### src/common/ccdv_pkg.sv
// constants shared by the vertical pattern and region timing logic
package ccdv_pkg;
   localparam int unsigned NUM_PAT     = 4;
   localparam int unsigned NUM_PHASE   = 4;
   localparam int unsigned NUM_PROG_BD = 4;
   localparam int unsigned NUM_REGION  = NUM_PROG_BD + 1;
   localparam int unsigned PIX_W       = 9;
   localparam int unsigned LINE_W      = 8;
   localparam int unsigned REP_W       = 3;
   localparam int unsigned PTR_W       = 3;
   localparam int unsigned SEL_W       = 2;
   localparam int unsigned REGION_W    = 3;
   localparam int unsigned DIV_W       = 8;
   // fixed first boundary, never programmable
   localparam logic [LINE_W-1:0]   FIXED_FIRST_BOUNDARY = 8'h00;
   localparam logic [LINE_W-1:0]   LINE_MAX   = 8'hFF;
   localparam logic [PIX_W-1:0]    PIX_MAX    = 9'h1FF;
   // pointer codes above the four direct selects
   localparam logic [PTR_W-1:0]    PTR_EVEN_ODD_01 = 3'h4;
   localparam logic [PTR_W-1:0]    PTR_EVEN_ODD_23 = 3'h5;
   // reset values
   localparam logic [PIX_W-1:0]    PIX_RST    = 9'h000;
   localparam logic [REP_W-1:0]    REP_RST    = 3'h0;
   localparam logic [LINE_W-1:0]   LINE_RST   = 8'h00;
   localparam logic [REGION_W-1:0] REGION_RST = 3'h0;
   localparam logic [NUM_PHASE-1:0] PHASE_RST = 4'h0;
   localparam logic [DIV_W-1:0]    DIV_RST    = 8'h00;
   // system clocks per vertical pixel counter step
   localparam int unsigned PIX_DIV_DEF = 5;
endpackage

### src/verilog/ccdv_vtiming.sv
// vertical transfer pattern generator with line-region sequencing
`timescale 1ns/10ps

// How it works
// - field is split into consecutive line regions, each with its own timing.
// - each region boundary is an 8-bit line number.
// - four programmable boundaries plus the fixed one give five regions.
// - first boundary is fixed at line zero, region zero starts the field.
// - four independent patterns, each configuring all four phase outputs.
// - each pattern has a 9-bit repetition length in pixel counts.
// - per phase start level, zero starts low, one starts high.
// - per phase first toggle position, 9 bits, compared with pixel counter.
// - per phase second toggle position, 9 bits, toggles level again.
// - chosen pattern repeats a programmed count and drives its region.
// - count one gives one pulse per line, zero holds the start level.
// - toggles are pixel positions in each repetition, starting from start level.
// - region pointer picks a 2-bit pattern select choosing the pattern.
// - region zero begins at the falling edge of field sync.
module ccdv_vtiming #(
   parameter int unsigned PIX_DIV = ccdv_pkg::PIX_DIV_DEF
) (
   input  wire logic                                                    clk_sys_i,
   input  wire logic                                                    reset_n_i,
   input  wire logic                                                    field_sync_i,
   input  wire logic                                                    line_sync_i,
   input  wire logic [ccdv_pkg::NUM_PAT*ccdv_pkg::PIX_W-1:0]            pattern_repeat_length_i,
   input  wire logic [ccdv_pkg::NUM_PAT*ccdv_pkg::NUM_PHASE-1:0]        phase_start_level_i,
   input  wire logic [ccdv_pkg::NUM_PAT*ccdv_pkg::NUM_PHASE*ccdv_pkg::PIX_W-1:0] phase_toggle_a_i,
   input  wire logic [ccdv_pkg::NUM_PAT*ccdv_pkg::NUM_PHASE*ccdv_pkg::PIX_W-1:0] phase_toggle_b_i,
   input  wire logic [ccdv_pkg::NUM_PAT*ccdv_pkg::REP_W-1:0]            pattern_repeat_count_i,
   input  wire logic [ccdv_pkg::NUM_PAT*ccdv_pkg::SEL_W-1:0]            pattern_select_i,
   input  wire logic [ccdv_pkg::NUM_REGION*ccdv_pkg::PTR_W-1:0]         region_pattern_pointer_i,
   input  wire logic [ccdv_pkg::NUM_PROG_BD*ccdv_pkg::LINE_W-1:0]       region_boundary_line_i,
   output logic      [ccdv_pkg::NUM_PHASE-1:0]                          vertical_phase_o,
   output logic      [ccdv_pkg::REGION_W-1:0]                           region_o,
   output logic      [ccdv_pkg::LINE_W-1:0]                             line_count_o
);
   import ccdv_pkg::*;

   localparam logic [DIV_W-1:0] DIV_LAST = DIV_W'(PIX_DIV - 1);

   logic [DIV_W-1:0]     div_cnt;
   logic [DIV_W-1:0]     next_div_cnt;
   logic                 pix_en;
   logic                 field_q;
   logic                 line_q;
   logic [PIX_W-1:0]     pix;
   logic [PIX_W-1:0]     next_pix;
   logic [REP_W-1:0]     rep;
   logic [REP_W-1:0]     next_rep;
   logic [LINE_W-1:0]    next_line;
   logic [REGION_W-1:0]  next_region;
   logic [NUM_PHASE-1:0] next_phase;
   logic                 field_start;
   logic                 line_start;
   logic [REGION_W-1:0]  act_region;
   logic [PTR_W-1:0]     cur_ptr;
   logic [SEL_W-1:0]     sel_idx;
   logic [SEL_W-1:0]     cur_pat;
   logic [PIX_W-1:0]     cur_len;
   logic [REP_W-1:0]     cur_count;
   logic                 pat_active;
   logic                 wrap;
   logic [NUM_PHASE-1:0] cur_start;
   logic [NUM_PHASE-1:0] cur_level;

   // pixel rate as an enable; divider free-runs so edges stay evenly spaced
   always_comb begin
      pix_en       = (div_cnt == DIV_LAST);
      next_div_cnt = pix_en ? DIV_RST : div_cnt + 8'h01;
   end

   always_ff @(posedge clk_sys_i or negedge reset_n_i) begin
      if (!reset_n_i) begin
         div_cnt <= DIV_RST;
         field_q <= 1'b1;
         line_q  <= 1'b1;
      end else begin
         div_cnt <= next_div_cnt;
         field_q <= field_sync_i;
         line_q  <= line_sync_i;
      end
   end

   assign field_start = field_q && !field_sync_i;
   assign line_start  = line_q && !line_sync_i;

   // highest region whose boundary is at or below the line count
   always_comb begin
      // region zero opens at the fixed first boundary
      act_region = REGION_RST;
      for (int i = 0; i < NUM_PROG_BD; i++) begin
         if (region_boundary_line_i[i*LINE_W +: LINE_W] <= line_count_o &&
             region_boundary_line_i[i*LINE_W +: LINE_W] >= FIXED_FIRST_BOUNDARY) begin
            act_region = REGION_W'(i + 1);
         end
      end
   end

   // pointer picks a select register, select picks the pattern
   always_comb begin
      cur_ptr = region_pattern_pointer_i[act_region*PTR_W +: PTR_W];
      unique case (cur_ptr)
         PTR_EVEN_ODD_01: sel_idx = {1'b0, line_count_o[0]};
         PTR_EVEN_ODD_23: sel_idx = {1'b1, line_count_o[0]};
         // unused pointer codes fall back to the first select register
         3'h6, 3'h7:      sel_idx = 2'h0;
         default:         sel_idx = cur_ptr[SEL_W-1:0];
      endcase
      cur_pat   = pattern_select_i[sel_idx*SEL_W +: SEL_W];
      // repetition length of the chosen pattern
      cur_len   = pattern_repeat_length_i[cur_pat*PIX_W +: PIX_W];
      cur_count = pattern_repeat_count_i[cur_pat*REP_W +: REP_W];
      pat_active = (rep < cur_count);
      wrap       = (cur_len != PIX_RST) && (pix == cur_len - 9'h001);
   end

   // per-phase settings of the chosen pattern
   generate
      for (genvar k = 0; k < NUM_PHASE; k++) begin : g_phase
         logic [PIX_W-1:0] tog_a;
         logic [PIX_W-1:0] tog_b;
         always_comb begin
            tog_a        = phase_toggle_a_i[(cur_pat*NUM_PHASE+k)*PIX_W +: PIX_W];
            tog_b        = phase_toggle_b_i[(cur_pat*NUM_PHASE+k)*PIX_W +: PIX_W];
            cur_start[k] = phase_start_level_i[cur_pat*NUM_PHASE+k];
            // first toggle, second toggle, from the start level
            cur_level[k] = cur_start[k] ^ (pix >= tog_a) ^ (pix >= tog_b);
         end
      end
   endgenerate

   // line, pixel and repetition sequencing
   always_comb begin
      next_line = line_count_o;
      next_pix  = pix;
      next_rep  = rep;
      if (field_start) begin
         // region zero restarts with the field
         next_line = FIXED_FIRST_BOUNDARY;
         next_pix  = PIX_RST;
         next_rep  = REP_RST;
      end else if (line_start) begin
         // saturates so a long field stays in the last region
         if (line_count_o != LINE_MAX) begin
            next_line = line_count_o + 8'h01;
         end
         next_pix = PIX_RST;
         next_rep = REP_RST;
      end else if (pix_en && pat_active) begin
         if (wrap) begin
            next_pix = PIX_RST;
            // count repetitions up to the programmed number
            next_rep = rep + 3'h1;
         end else if (pix != PIX_MAX) begin
            next_pix = pix + 9'h001;
         end
      end
      // each region drives its own pattern
      next_region = act_region;
      // exhausted or zero count holds the start level
      next_phase  = pat_active ? cur_level : cur_start;
   end

   always_ff @(posedge clk_sys_i or negedge reset_n_i) begin
      if (!reset_n_i) begin
         pix              <= PIX_RST;
         rep              <= REP_RST;
         line_count_o     <= LINE_RST;
         region_o         <= REGION_RST;
         vertical_phase_o <= PHASE_RST;
      end else begin
         pix              <= next_pix;
         rep              <= next_rep;
         line_count_o     <= next_line;
         region_o         <= next_region;
         vertical_phase_o <= next_phase;
      end
   end

   a_field_line_zero: assert property (
      @(posedge clk_sys_i) disable iff (!reset_n_i)
      field_start |=> (line_count_o == 8'h00 && pix == 9'h000 && rep == 3'h0))
      else $error("line count not restarted at field start");

   a_line_count_step: assert property (
      @(posedge clk_sys_i) disable iff (!reset_n_i)
      (line_start && !field_start && line_count_o != 8'hFF)
      |=> line_count_o == $past(line_count_o) + 8'h01)
      else $error("line count did not advance on line start");

   a_region_highest: assert property (
      @(posedge clk_sys_i) disable iff (!reset_n_i)
      (region_boundary_line_i[31:24] <= line_count_o) |-> act_region == 3'h4)
      else $error("last region not chosen past its boundary");

   a_region_fixed_zero: assert property (
      @(posedge clk_sys_i) disable iff (!reset_n_i)
      (line_count_o == 8'h00 && region_boundary_line_i[7:0] != 8'h00 &&
       region_boundary_line_i[15:8] != 8'h00 && region_boundary_line_i[23:16] != 8'h00 &&
       region_boundary_line_i[31:24] != 8'h00) |=> region_o == 3'h0)
      else $error("region zero not active at line zero");

   a_pointer_direct: assert property (
      @(posedge clk_sys_i) disable iff (!reset_n_i)
      (cur_ptr < 3'h4) |-> cur_pat == pattern_select_i[cur_ptr[1:0]*2 +: 2])
      else $error("direct pointer chose wrong pattern select");

   a_pointer_even_odd: assert property (
      @(posedge clk_sys_i) disable iff (!reset_n_i)
      (cur_ptr == 3'h5) |-> cur_pat == pattern_select_i[(2 + line_count_o[0])*2 +: 2])
      else $error("even odd pointer chose wrong pattern select");

   a_rep_wrap: assert property (
      @(posedge clk_sys_i) disable iff (!reset_n_i)
      (pix_en && pat_active && wrap && !line_start && !field_start)
      |=> (pix == 9'h000 && rep == $past(rep) + 3'h1))
      else $error("pixel counter did not restart after repetition length");

   a_pix_advance: assert property (
      @(posedge clk_sys_i) disable iff (!reset_n_i)
      (pix_en && pat_active && !wrap && pix != 9'h1FF && !line_start && !field_start)
      |=> pix == $past(pix) + 9'h001)
      else $error("pixel counter did not advance");

   a_hold_start: assert property (
      @(posedge clk_sys_i) disable iff (!reset_n_i)
      (rep >= cur_count) |=> vertical_phase_o == $past(cur_start))
      else $error("phase not held at start level after repetitions");

   a_rep_bounded: assert property (
      @(posedge clk_sys_i) disable iff (!reset_n_i)
      (!line_start && !field_start && rep >= cur_count) |=> rep == $past(rep))
      else $error("repetition counter ran past programmed count");

   a_toggle_level: assert property (
      @(posedge clk_sys_i) disable iff (!reset_n_i)
      (pat_active && pix < phase_toggle_a_i[cur_pat*36 +: 9] &&
       pix < phase_toggle_b_i[cur_pat*36 +: 9])
      |=> vertical_phase_o[0] == $past(cur_start[0]))
      else $error("phase left start level before toggle position");

   a_region_follow: assert property (
      @(posedge clk_sys_i) disable iff (!reset_n_i)
      1'b1 |=> region_o == $past(act_region))
      else $error("region output did not follow active region");

   a_region_range: assert property (
      @(posedge clk_sys_i) disable iff (!reset_n_i)
      region_o <= 3'h4)
      else $error("region output beyond the last region");

   a_region_zero_below: assert property (
      @(posedge clk_sys_i) disable iff (!reset_n_i)
      (region_boundary_line_i[7:0] > line_count_o && region_boundary_line_i[15:8] > line_count_o &&
       region_boundary_line_i[23:16] > line_count_o && region_boundary_line_i[31:24] > line_count_o)
      |-> act_region == 3'h0)
      else $error("region zero not chosen below all boundaries");

   a_region_one: assert property (
      @(posedge clk_sys_i) disable iff (!reset_n_i)
      (region_boundary_line_i[7:0] <= line_count_o && region_boundary_line_i[15:8] > line_count_o &&
       region_boundary_line_i[23:16] > line_count_o && region_boundary_line_i[31:24] > line_count_o)
      |-> act_region == 3'h1)
      else $error("region one not chosen past its boundary");

   a_region_two: assert property (
      @(posedge clk_sys_i) disable iff (!reset_n_i)
      (region_boundary_line_i[15:8] <= line_count_o && region_boundary_line_i[23:16] > line_count_o &&
       region_boundary_line_i[31:24] > line_count_o) |-> act_region == 3'h2)
      else $error("region two not chosen past its boundary");

   a_region_three: assert property (
      @(posedge clk_sys_i) disable iff (!reset_n_i)
      (region_boundary_line_i[23:16] <= line_count_o && region_boundary_line_i[31:24] > line_count_o)
      |-> act_region == 3'h3)
      else $error("region three not chosen past its boundary");

   a_field_wins: assert property (
      @(posedge clk_sys_i) disable iff (!reset_n_i)
      (field_start && line_start) |=> line_count_o == 8'h00)
      else $error("line edge beat field edge in the same cycle");

   a_line_saturate: assert property (
      @(posedge clk_sys_i) disable iff (!reset_n_i)
      (line_start && !field_start && line_count_o == 8'hFF)
      |=> line_count_o == 8'hFF)
      else $error("line count wrapped past its top value");

   a_line_hold: assert property (
      @(posedge clk_sys_i) disable iff (!reset_n_i)
      (!line_start && !field_start) |=> line_count_o == $past(line_count_o))
      else $error("line count moved without a sync edge");

   a_line_clears_rep: assert property (
      @(posedge clk_sys_i) disable iff (!reset_n_i)
      (line_start && !field_start) |=> (pix == 9'h000 && rep == 3'h0))
      else $error("pixel or repetition count not cleared at line start");

   a_pointer_even_low: assert property (
      @(posedge clk_sys_i) disable iff (!reset_n_i)
      (cur_ptr == 3'h4)
      |-> cur_pat == (line_count_o[0] ? pattern_select_i[3:2] : pattern_select_i[1:0]))
      else $error("lower even odd pointer chose wrong pattern select");

   a_pointer_spare: assert property (
      @(posedge clk_sys_i) disable iff (!reset_n_i)
      (cur_ptr > 3'h5) |-> cur_pat == pattern_select_i[1:0])
      else $error("spare pointer code did not fall back to first select");

   a_pix_saturate: assert property (
      @(posedge clk_sys_i) disable iff (!reset_n_i)
      (pix_en && pat_active && !wrap && pix == 9'h1FF && !line_start && !field_start)
      |=> pix == 9'h1FF)
      else $error("pixel counter wrapped without a repetition length");

   a_pix_hold_done: assert property (
      @(posedge clk_sys_i) disable iff (!reset_n_i)
      (!pat_active && !line_start && !field_start) |=> pix == $past(pix))
      else $error("pixel counter moved after repetitions ended");

   a_zero_count_hold: assert property (
      @(posedge clk_sys_i) disable iff (!reset_n_i)
      (cur_count == 3'h0) |=> vertical_phase_o == $past(cur_start))
      else $error("zero count did not hold the start level");

   a_single_pulse: assert property (
      @(posedge clk_sys_i) disable iff (!reset_n_i)
      (cur_count == 3'h1 && pat_active && pix_en && wrap && !line_start && !field_start)
      |=> (rep == 3'h1 && !pat_active))
      else $error("count of one gave more than one pulse");

   a_toggle_between: assert property (
      @(posedge clk_sys_i) disable iff (!reset_n_i)
      (pat_active && pix >= phase_toggle_a_i[cur_pat*36 +: 9] &&
       pix < phase_toggle_b_i[cur_pat*36 +: 9])
      |=> vertical_phase_o[0] == !$past(cur_start[0]))
      else $error("phase did not leave start level between toggles");

   a_toggle_after: assert property (
      @(posedge clk_sys_i) disable iff (!reset_n_i)
      (pat_active && pix >= phase_toggle_a_i[cur_pat*36 +: 9] &&
       pix >= phase_toggle_b_i[cur_pat*36 +: 9])
      |=> vertical_phase_o[0] == $past(cur_start[0]))
      else $error("phase did not return after second toggle");

   a_toggle_last_phase: assert property (
      @(posedge clk_sys_i) disable iff (!reset_n_i)
      (pat_active && pix < phase_toggle_a_i[cur_pat*36+27 +: 9] &&
       pix < phase_toggle_b_i[cur_pat*36+27 +: 9])
      |=> vertical_phase_o[3] == $past(cur_start[3]))
      else $error("last phase left start level before toggle position");

   a_start_level_p2: assert property (
      @(posedge clk_sys_i) disable iff (!reset_n_i)
      (pat_active && pix < phase_toggle_a_i[cur_pat*36+9 +: 9] &&
       pix < phase_toggle_b_i[cur_pat*36+9 +: 9])
      |=> vertical_phase_o[1] == $past(cur_start[1]))
      else $error("second phase did not start at its start level");

   a_start_from_pat: assert property (
      @(posedge clk_sys_i) disable iff (!reset_n_i)
      cur_start == phase_start_level_i[cur_pat*4 +: 4])
      else $error("start levels not taken from the chosen pattern");

   a_div_restart: assert property (
      @(posedge clk_sys_i) disable iff (!reset_n_i)
      pix_en |=> div_cnt == 8'h00)
      else $error("pixel divider did not restart after its step");

   a_level_active: assert property (
      @(posedge clk_sys_i) disable iff (!reset_n_i)
      pat_active |=> vertical_phase_o == $past(cur_level))
      else $error("active phase level not taken from toggle compare");
endmodule

### config.mk
export PLATFORM = sky130hd
export DESIGN_NAME = ccdv_vtiming
export DESIGN_NICKNAME = d
export VERILOG_FILES = /design/src/common/ccdv_pkg.sv /design/src/verilog/ccdv_vtiming.sv
export SDC_FILE = /design/constraint.sdc
export NUM_CORES = 1
export LEC_CHECK = 0
export BUFFER_PORTS_ARGS = -buffer_cell sky130_fd_sc_hd__buf_2
export CAP_MARGIN = 15
export CORE_AREA = 3 3 166 168
export CTS_BUF_LIST = sky130_fd_sc_hd__clkbuf_2
export CTS_CLUSTER_DIAMETER = 200
export DETAILED_ROUTE_END_ITERATION = 6
export DIE_AREA = 0 0 169 171
export SYNTH_ARGS = -nofsm -noshare
export SYNTH_HDL_FRONTEND = slang
export SYNTH_SLANG_ARGS = --single-unit
### constraint.sdc
create_clock -name clk_sys_i -period 12.6 [get_ports clk_sys_i]
set_input_delay 0.63 -clock clk_sys_i [delete_from_list [all_inputs] [get_ports clk_sys_i]]
set_output_delay 0.63 -clock clk_sys_i [all_outputs]
set_load 0.02 [all_outputs]
Word-level counts from Yosys, hierarchy flattened. Cells that the tools add are included.

RAM bits: 0. Bits in latches: 0. Input port bits: 411. Bits in registers: 37. ROM bits: 0. Memories kept: 0. Output and inout port bits: 15.

Equality and inequality tests: 8. $lt $le $gt $ge: 21. Add/sub/neg operators: 8. $mul: 7. Divide/modulo/power cells: 0. Mux-type cells: 27. Reduce and logical (&&, ||, !) cells: 20. Shifts and indexed selects: 12. Bitwise gates (word level): 8.

Operators with widths (count): indexed part select 144 x 33 -> 9 bit (7); indexed part select 144 x 9 -> 9 bit (1); multiplier 32 x 4 -> 32 bit, second input constant (3); greater-or-equal comparator 9 bit (8); 2-to-1 mux 9 bit (5); indexed part select 36 x 7 -> 9 bit (1); greater-or-equal comparator 8 x 1 -> 1 bit, second input constant (4); <= comparator 8 bit (4); 2-to-1 mux 8 bit (4); 2-to-1 mux 3 bit (7); adder 8 x 1 -> 8 bit, second input constant (2); less-than comparator 5 bit, second input constant (3); indexed part select 15 x 6 -> 3 bit (1); binary-select mux 1 bit (select 4 bit) (3); == test 3 bit, second input constant (4); multiplier 2 x 4 -> 6 bit, second input constant (2); indexed part select 12 x 5 -> 3 bit (1); adder 4 x 2 -> 5 bit, second input constant (2); adder 9 x 1 -> 9 bit, second input constant (1); == test 9 bit (1); inequality test 9 bit, second input constant (1); nonzero test 9 bit (1); subtractor 9 x 1 -> 9 bit, second input constant (1); == test 8 x 3 -> 1 bit, second input constant (1); other kinds (20) (43).

Logic depth before layout (Yosys ltp). Gate-level depths: netlist of the first run.

Depth after elaboration: 21. Depth in mapped cells: 43. Mapped depth without buffers: 34.

Worst setup path after synthesis of the first run. No wires, ideal clock.

Path type: register -> register. From: register line_count_o[2] (netlist name). To: register vertical_phase_o[3] (netlist name). Arrival: 7.850 ns. Stages on the path, launching flop included: 41. Clock period less this slack: 7.974 ns. Data required time: 12.476 ns. Setup slack: 4.626 ns. Cell sequence: dfrtp_1 > inv_1 > ha_1 > a21o_1 > a221o_1 > a21oi_2 > or2_2 > a311oi_2 > a211oi_2 > buf_2 > nor3_1 > o31ai_2 > nand3_2 > inv_2 > buf_4 > buf_2 > buf_2 > buf_1 > (+5 left out) > mux4_2 > nor2_1 > nor2_1 > ha_1 > nand2b_1 > a21o_1 > a21oi_1 > nor2b_1 > o21ai_0 > nand2b_1 > a21oi_1 > nor2b_1 > o21ai_0 > nand2b_1 > a21oi_1 > xnor2_1 > nor2_1 > xnor2_1.

Longest elaborated chain between the ends: 19. Elaborated cells on any way between the ends: 35. Those cells by class: add/sub: 1; mul: 3; order compare: 7; eq/ne: 4; shift: 5; mux: 8; bitwise: 2; reduce/logical: 5.

Ends and longest elaborated chain: start, declared (RTL line ccdv_vtiming.sv:36) `output logic [ccdv_pkg::LINE_W-1:0] line_count_o`; start signal, assigned (RTL line ccdv_vtiming.sv:175) `line_count_o <= next_line;`; <= comparator 8 bit (RTL line ccdv_vtiming.sv:93) `if (region_boundary_line_i[i*LINE_W +: LINE_W] <= line_count_o &&`; logical AND 1 bit (RTL line ccdv_vtiming.sv:93); 2-to-1 mux 1 bit (RTL line ccdv_vtiming.sv:93); 2-to-1 mux 3 bit (2 in a row) (RTL line ccdv_vtiming.sv:93); 2-to-1 mux 3 bit (*) (RTL line ccdv_vtiming.sv:93); multiplier 3 x 2 -> 5 bit (*) (RTL line ccdv_vtiming.sv:102) `cur_ptr = region_pattern_pointer_i[act_region*PTR_W +: PTR_W];`; indexed part select 15 x 6 -> 3 bit (*) (RTL line ccdv_vtiming.sv:102); == test 3 bit (RTL line ccdv_vtiming.sv:103) `unique case (cur_ptr)`; (+2 left out); indexed part select 8 x 4 -> 2 bit (*) (RTL line ccdv_vtiming.sv:110) `cur_pat = pattern_select_i[sel_idx*SEL_W +: SEL_W];`; adder 4 x 2 -> 5 bit (RTL line ccdv_vtiming.sv:124, ccdv_vtiming.sv:125, ccdv_vtiming.sv:126); multiplier 32 x 4 -> 32 bit (RTL line ccdv_vtiming.sv:124, ccdv_vtiming.sv:125); indexed part select 144 x 33 -> 9 bit (RTL line ccdv_vtiming.sv:124) `tog_a = phase_toggle_a_i[(cur_pat*NUM_PHASE+k)*PIX_W +: PIX_W];`; greater-or-equal comparator 9 bit (RTL line ccdv_vtiming.sv:128) `cur_level[k] = cur_start[k] ^ (pix >= tog_a) ^ (pix >= tog_b);`; bitwise XOR 1 bit (2 in a row) (RTL line ccdv_vtiming.sv:128); 2-to-1 mux 4 bit (*) (RTL line ccdv_vtiming.sv:162) `next_phase = pat_active ? cur_level : cur_start;`; via next_phase[3] (RTL line ccdv_vtiming.sv:53) `logic [NUM_PHASE-1:0] next_phase;`; end signal, assigned (RTL line ccdv_vtiming.sv:177) `vertical_phase_o <= next_phase;`; end, declared (RTL line ccdv_vtiming.sv:34) `output logic [ccdv_pkg::NUM_PHASE-1:0] vertical_phase_o,`.

The timed path passes the listed nets; every way through them passes the cells marked *. The select of a mux whose other input is x is not followed. A chain may end at the register's enable or synchronous reset.

Worst setup path after layout of the first run.
From: register line_count_o[1] (netlist name). To: register vertical_phase_o[3] (netlist name).

Same word-level chain as after synthesis.

==> results of run 1 <==
metrics by stage:
step	cells	worst slack (ps)	cell area [sq um]	power (mW)	hold slack, ps
floorplan	1197	4630	9090	1.16	334
global placement	1895	4200	11400	1.52	473
detailed placement	1895	4070	11400	1.54	484
CTS	1903	4210	11500	1.60	289
global route	1903	3420	11500	1.76	274
finish	1903	4230	11500	1.60	307
report_power, final:
group,internal (mW),switching [mW]
registers,0.131,0.00951
logic,0.592,0.811
clock network,0.0140,0.0447
total,0.737,0.866
cell families (layout without fill, tap and decap cells):
group           count (synthesis)  in the layout  share of synthesized area
buf+inv                       121            492                     0.0549
fa+ha+maj                     115            115                      0.158
compound gates                264            264                      0.181
mux                           106            106                      0.212
flops                          37             37                      0.102
xor+xnor                       33             33                     0.0318
simple gates                  521            521                      0.260
worst reg2reg max path: cells and delay by family, from the launching register on:
family                     cells  cell delay (ps)
buffers and inverters          3             1650
xor gates and xnor gates       2              280
muxes                          2              950
and+or+nand+nor               10             1260
adders and majority gates      2              530
AOI/OAI and AO/OA             12             3130
DFF                            1              460
synth_stat cells, drive strengths merged (5+ instances only):
cell,instances,area [sq um]
nor2,171,642
nand2,165,619
ha,115,1440
a21oi,86,438
o21ai,70,354
mux4,68,1530
inv,48,180
nand3,40,205
clkbuf,39,146
dfrtp,35,876
buf,34,173
nand2b,30,188
nor3,30,150
mux2i,28,280
xnor2,27,236
a31oi,24,150
nor2b,24,150
and3,16,100
nand4,15,93.8
a211oi,14,123
a21o,13,97.6
o211ai,11,82.6
mux2,10,113
o22ai,10,62.6
or2,6,37.5
or3,6,37.5
xor2,6,52.6
a311oi,5,50.0
nor4b,5,43.8
path summary, 6_finish.rpt:
kind                            startpoint                   to  cells past startpoint  slack [ps]
setup / recovery           line_count_o[1]  vertical_phase_o[3]                     31        4230
hold / removal                   reset_n_i           div_cnt[7]                      1         310
setup reg to reg           line_count_o[1]  vertical_phase_o[3]                     31        4230
hold reg to reg                 div_cnt[7]           div_cnt[7]                      1         510
max in group asynchronous        reset_n_i               pix[4]                      1       11750
min in group clk_sys_i        field_sync_i              field_q                      1         330
routing by layer:
layer	part of all wire	vias to the layer above	wire length, um
met4	0.017	4	661
li1	-	5108	-
met2	0.47	480	18700
met3	0.075	49	2970
met1	0.43	5053	17200
met5	0.00053	-	21
sequential cells by signal, indices dropped and copies added, names as in the netlist:
signal / flops
line_count_o: 8
region_o: 3
rep: 3
pix: 9
field_q: 1
line_q: 1
div_cnt: 8
vertical_phase_o: 4
layout make-up:
class / count / share of cell area
sequential: 37 / 0.0810
timing repair buffer: 436 / 0.193
clock inverter: 3 / 0.00186
inverter: 48 / 0.0164
tap: 335 / 0.0366
clock buffer: 5 / 0.00218
multi-input combinational: 1039 / 0.669
==> flow_summary_export.csv, run 1 <==
group,metric,value,unit
run_status,status,"completed",
layout,utilization,0.440,
clocking,cts_num_sinks,37,
clocking,cts_resized,0,
clocking,ctsLongestPathBuffers,2,
worst_setup_path,slowest_delay,770,ps
synthesis,seq_area_frac_synth,0.102,
routing,firstDrtPassIters,5,
synthesis,synth-seq-cells,37,
global_route,busiest_layer,"met2",
routing,ant_nets,0,
power,p_leak,5.68,nW
layout,multiInputGateArea,7670,sq um
synthesis,syn_inst,1197,
worst_setup_path,end_kind,"flop",
clocking,root_buffer,"clkbuf_2",
layout,final_cell_mix,"buf_2 (425), nor2_1 (171), nand2_1 (165), ha_1 (115), a21oi_1 (84)",
routing,wl,39500,um
floorplan,dieArea,28900,sq um
layout,nets,2093,
min_path,worstHoldPathType,"input pin to asynchronous set/reset pin",
placed_design,gp_congestion,0.960,
worst_setup_path,crit_family,"compound AO/OA/AOI/OAI gates",
clocking,cts_tree,"done",
timing,drv_slew,0,
global_route,grt_pass1_vias,9980,
global_route,grt_antenna_before_repair,2,
run,cap_violations,0,
layout,area_growth,26.1,%
global_route,grt_util_met2,0.419,
global_route,met1_usage,0.357,
timing,finalHoldViolCount,0,
clocking,h-tree-depth,2,
worst_setup_path,crit_path_frequent_cell,"a21oi_1",
floorplan,fp.dieW,169,um
timing,min_period,8370,ps
worst_setup_path,crit_fanout,89,
timing,min_period_over_period,0.664,
synthesis,synthFlopType,"dfrtp_1",
timing,rsz0062_at_grt,"no",
timing,setup_violations,0,
timing,slew_headroom,0.359,
global_route,grt_pass1_wl,57400,um
synthesis,syn-cell-area,9090,sq um
routing,wl_per_cell,20.8,um
placed_design,place.port_buffers,425,
floorplan,num_rows,59,
synthesis,async_flop_share,1.00,
synthesis,synth_cell_types,69,
timing,fmax,119,MHz
worst_setup_path,cp-start-kind,"flop",
clocking,worstSkewPairLatency,400,ps
routing,viasPerCell,5.62,
worst_setup_path,crit_type,"flop to flop",
global_route,grtUsageTotal,0.252,
global_route,use_met3,0.0370,
synthesis,synth_edf_count,0,
routing,vias,10700,
layout,fill_cells,2719,
global_route,grt-ovfl-total,0,
routing,drt_iter0_markers,669,
synthesis,yosys_warnings,0,
floorplan,io_pins,426,
layout,final_common_cell,"buf_2",
clocking,cts_buffers,5,
power,powerDensity,140,nW/um^2
timing,fin_skew,23.8,ps
worst_setup_path,path_buf_inv,3,
floorplan,initial_utilization,0.349,
layout,drive_above_1_share,0.345,
routing,drc,0,
worst_setup_path,worst_ep_arrival_time,8690,ps
worst_setup_path,cp_slowest_cell,"buf_4",
clocking,post-cts-setup-buffers,0,
layout,diodes,0,
clocking,cts_hold_buf,0,
worst_setup_path,worstPathRequired,12920,ps
global_route,grt_max_degree,90,
floorplan,die_h,171,um
timing,tightest_slew,958,ps
clocking,clkSlewWorstSetupHoldPaths,240,ps
power,ir_drop,0.115,mV
timing,fin_tns_setup,0,ps
synthesis,syn_nets,1723,
floorplan,coreArea,26100,sq um
placed_design,hpwl,32300,um
synthesis,syn_avg_cell_area,7.60,sq um
layout,final-seq-area,928,sq um
No activity file was read; power rests on OpenSTA's default activity.
==> run 2: changes to the inputs <==
==> constraint.sdc (replaced) <==
create_clock -name clk_sys_i -period 8.7 [get_ports clk_sys_i]
set_input_delay 0.435 -clock clk_sys_i [delete_from_list [all_inputs] [get_ports clk_sys_i]]
set_output_delay 0.435 -clock clk_sys_i [all_outputs]
set_load 0.02 [all_outputs]
==> flow_summary_export.csv, run 2 (synthesis gave the netlist of run 1 again) <==
group,metric,value,unit
layout,final_cells,1916,
placed_design,hpwl,32500,um
power,p_leak,5.71,nW
clocking,h-tree-depth,2,
run,cap_violations,0,
routing,firstDrtPassIters,5,
worst_setup_path,crit_path_frequent_cell,"a21oi_1",
routing,ant_nets,0,
clocking,worstSkewPairLatency,400,ps
clocking,clkSlewWorstSetupHoldPaths,230,ps
worst_setup_path,crit_type,"flop to flop",
global_route,grtUsageTotal,0.256,
layout,final_area,11500,sq um
clocking,cts_tree,"done",
floorplan,dieArea,28900,sq um
layout,area_growth,27.0,%
layout,top_regs,"pix (9), div_cnt (8), line_count_o (8)",
floorplan,io_pins,426,
worst_setup_path,worst_ep_arrival_time,7790,ps
floorplan,coreArea,26100,sq um
timing,fmax,134,MHz
global_route,grt-ovfl-total,0,
timing,rsz0062_at_grt,"no",
power,power,2.33,mW
worst_setup_path,r2r_setup_slack,1220,ps
worst_setup_path,worstPathRequired,9010,ps
timing,fin_tns_setup,0,ps
worst_setup_path,cp_slowest_cell,"nor2_1",
floorplan,initial_utilization,0.349,
timing,timing.hold.ws,87.8,ps
clocking,cts_hold_buf,0,
clocking,cts_buffers,5,
routing,wl,39700,um
clocking,ctsLongestPathBuffers,2,
worst_setup_path,worstSetupStartpoint,"line_count_o[1]",
timing,drv_slew,0,
global_route,busiest_layer,"met2",
worst_setup_path,slowest_delay,830,ps
routing,drc,0,
layout,largest_register_ffs,9,
floorplan,fp.dieW,169,um
global_route,grt_antenna_before_repair,9,
min_path,worstHoldPathType,"input pin to asynchronous set/reset pin",
clocking,root_buffer,"clkbuf_2",
power,ir_drop,0.149,mV
placed_design,place.port_buffers,425,
routing,vias,10700,
timing,slew_headroom,0.344,
timing,min_period_over_period,0.860,
global_route,grt_util_met2,0.419,
worst_setup_path,crit_end,"vertical_phase_o[3]",
worst_setup_path,r2r_start,"line_count_o[1]",
timing,finalHoldViolCount,0,
worst_setup_path,reg2reg_to,"vertical_phase_o[3]",
timing,setup_violations,0,
global_route,grt_max_degree,113,
placed_design,gp_congestion,0.988,
layout,nets,2098,
layout,final_common_cell,"buf_2",
layout,final_cell_mix,"buf_2 (425), nor2_1 (171), nand2_1 (165), ha_1 (115), a21oi_1 (84)",
worst_setup_path,crit_fanout,29,
worst_setup_path,end_kind,"flop",
timing,fin_skew,26.7,ps
floorplan,die_h,171,um
routing,drt_iter0_markers,1061,
global_route,grt_pass1_vias,10100,
power,powerDensity,202,nW/um^2
timing,min_period,7480,ps
clocking,cts_num_sinks,37,
floorplan,num_rows,59,
clocking,post-cts-setup-buffers,0,
routing,wl_per_cell,20.7,um
global_route,grt_pass1_wl,58100,um
global_route,met1_usage,0.357,
run_status,status,"completed",
routing,viasPerCell,5.57,
placed_design,placedInstanceArea,11500,sq um
worst_setup_path,r2r_cells,32,
clocking,cts_resized,0,
layout,largest-register,"pix",
layout,drive_above_1_share,0.347,
placed_design,placed_cells,1900,
global_route,use_met3,0.0427,
timing,tightest_slew,980,ps
worst_setup_path,cp-start-kind,"flop",
run 2: cell type report:
cell class | count | area (sq um)
Antenna cell | 8 | 20.0
Clock inverter | 3 | 21.3
Clock buffer | 5 | 25.0
Timing Repair Buffer | 441 | 2270
Tap cell | 335 | 419
Sequential cell | 37 | 928
Multi-Input combinational cell | 1039 | 7670
Inverter | 48 | 188
Fill cell | 2767 | 14500
run 2: how the worst min path moves through the flow:
stage	end	start	slack (ps)
detailed placement	div_cnt[7]	div_cnt[7]	470
finish	line_count_o[7]	reset_n_i	90
floorplan	div_cnt[0]	reset_n_i	140
CTS	line_q	line_sync_i	100
global placement	div_cnt[7]	div_cnt[7]	470
global route	field_q	field_sync_i	90
run 2: per-stage QoR:
| stage | utilization | setup slack (ps) |
|---|---|---|
| 4_1_cts | 0.442 | 1280 |
| 5_1_grt | 0.443 | 419 |
| 3_3_place_gp | 0.441 | 1470 |
| 2_1_floorplan | - | 726 |
| 6_report | 0.443 | 1220 |
| 3_5_place_dp | 0.441 | 1320 |
run 2: critical path, delay by kind of cell, from the launching register on:
family / cells / cell delay [ps]
buffers and inverters: 3 / 710
AO/OA/AOI/OAI: 12 / 3160
adder cells (fa/ha/maj): 3 / 680
AND/OR/NAND/NOR: 12 / 2050
flip-flops: 1 / 470
XOR/XNOR: 2 / 290
run 2: per-layer routing:
metal  routed length [um]  part of all wire
met1                16300              0.41
met2                18600              0.47
met3                 3860             0.097
met4                  911             0.023
met5                   14           0.00035
run 2: power by group:
group | total, mW | switching, mW | internal (mW)
registers | 0.203 | 0.0134 | 0.190
logic | 2.04 | 1.17 | 0.872
clock network | 0.0851 | 0.0648 | 0.0203
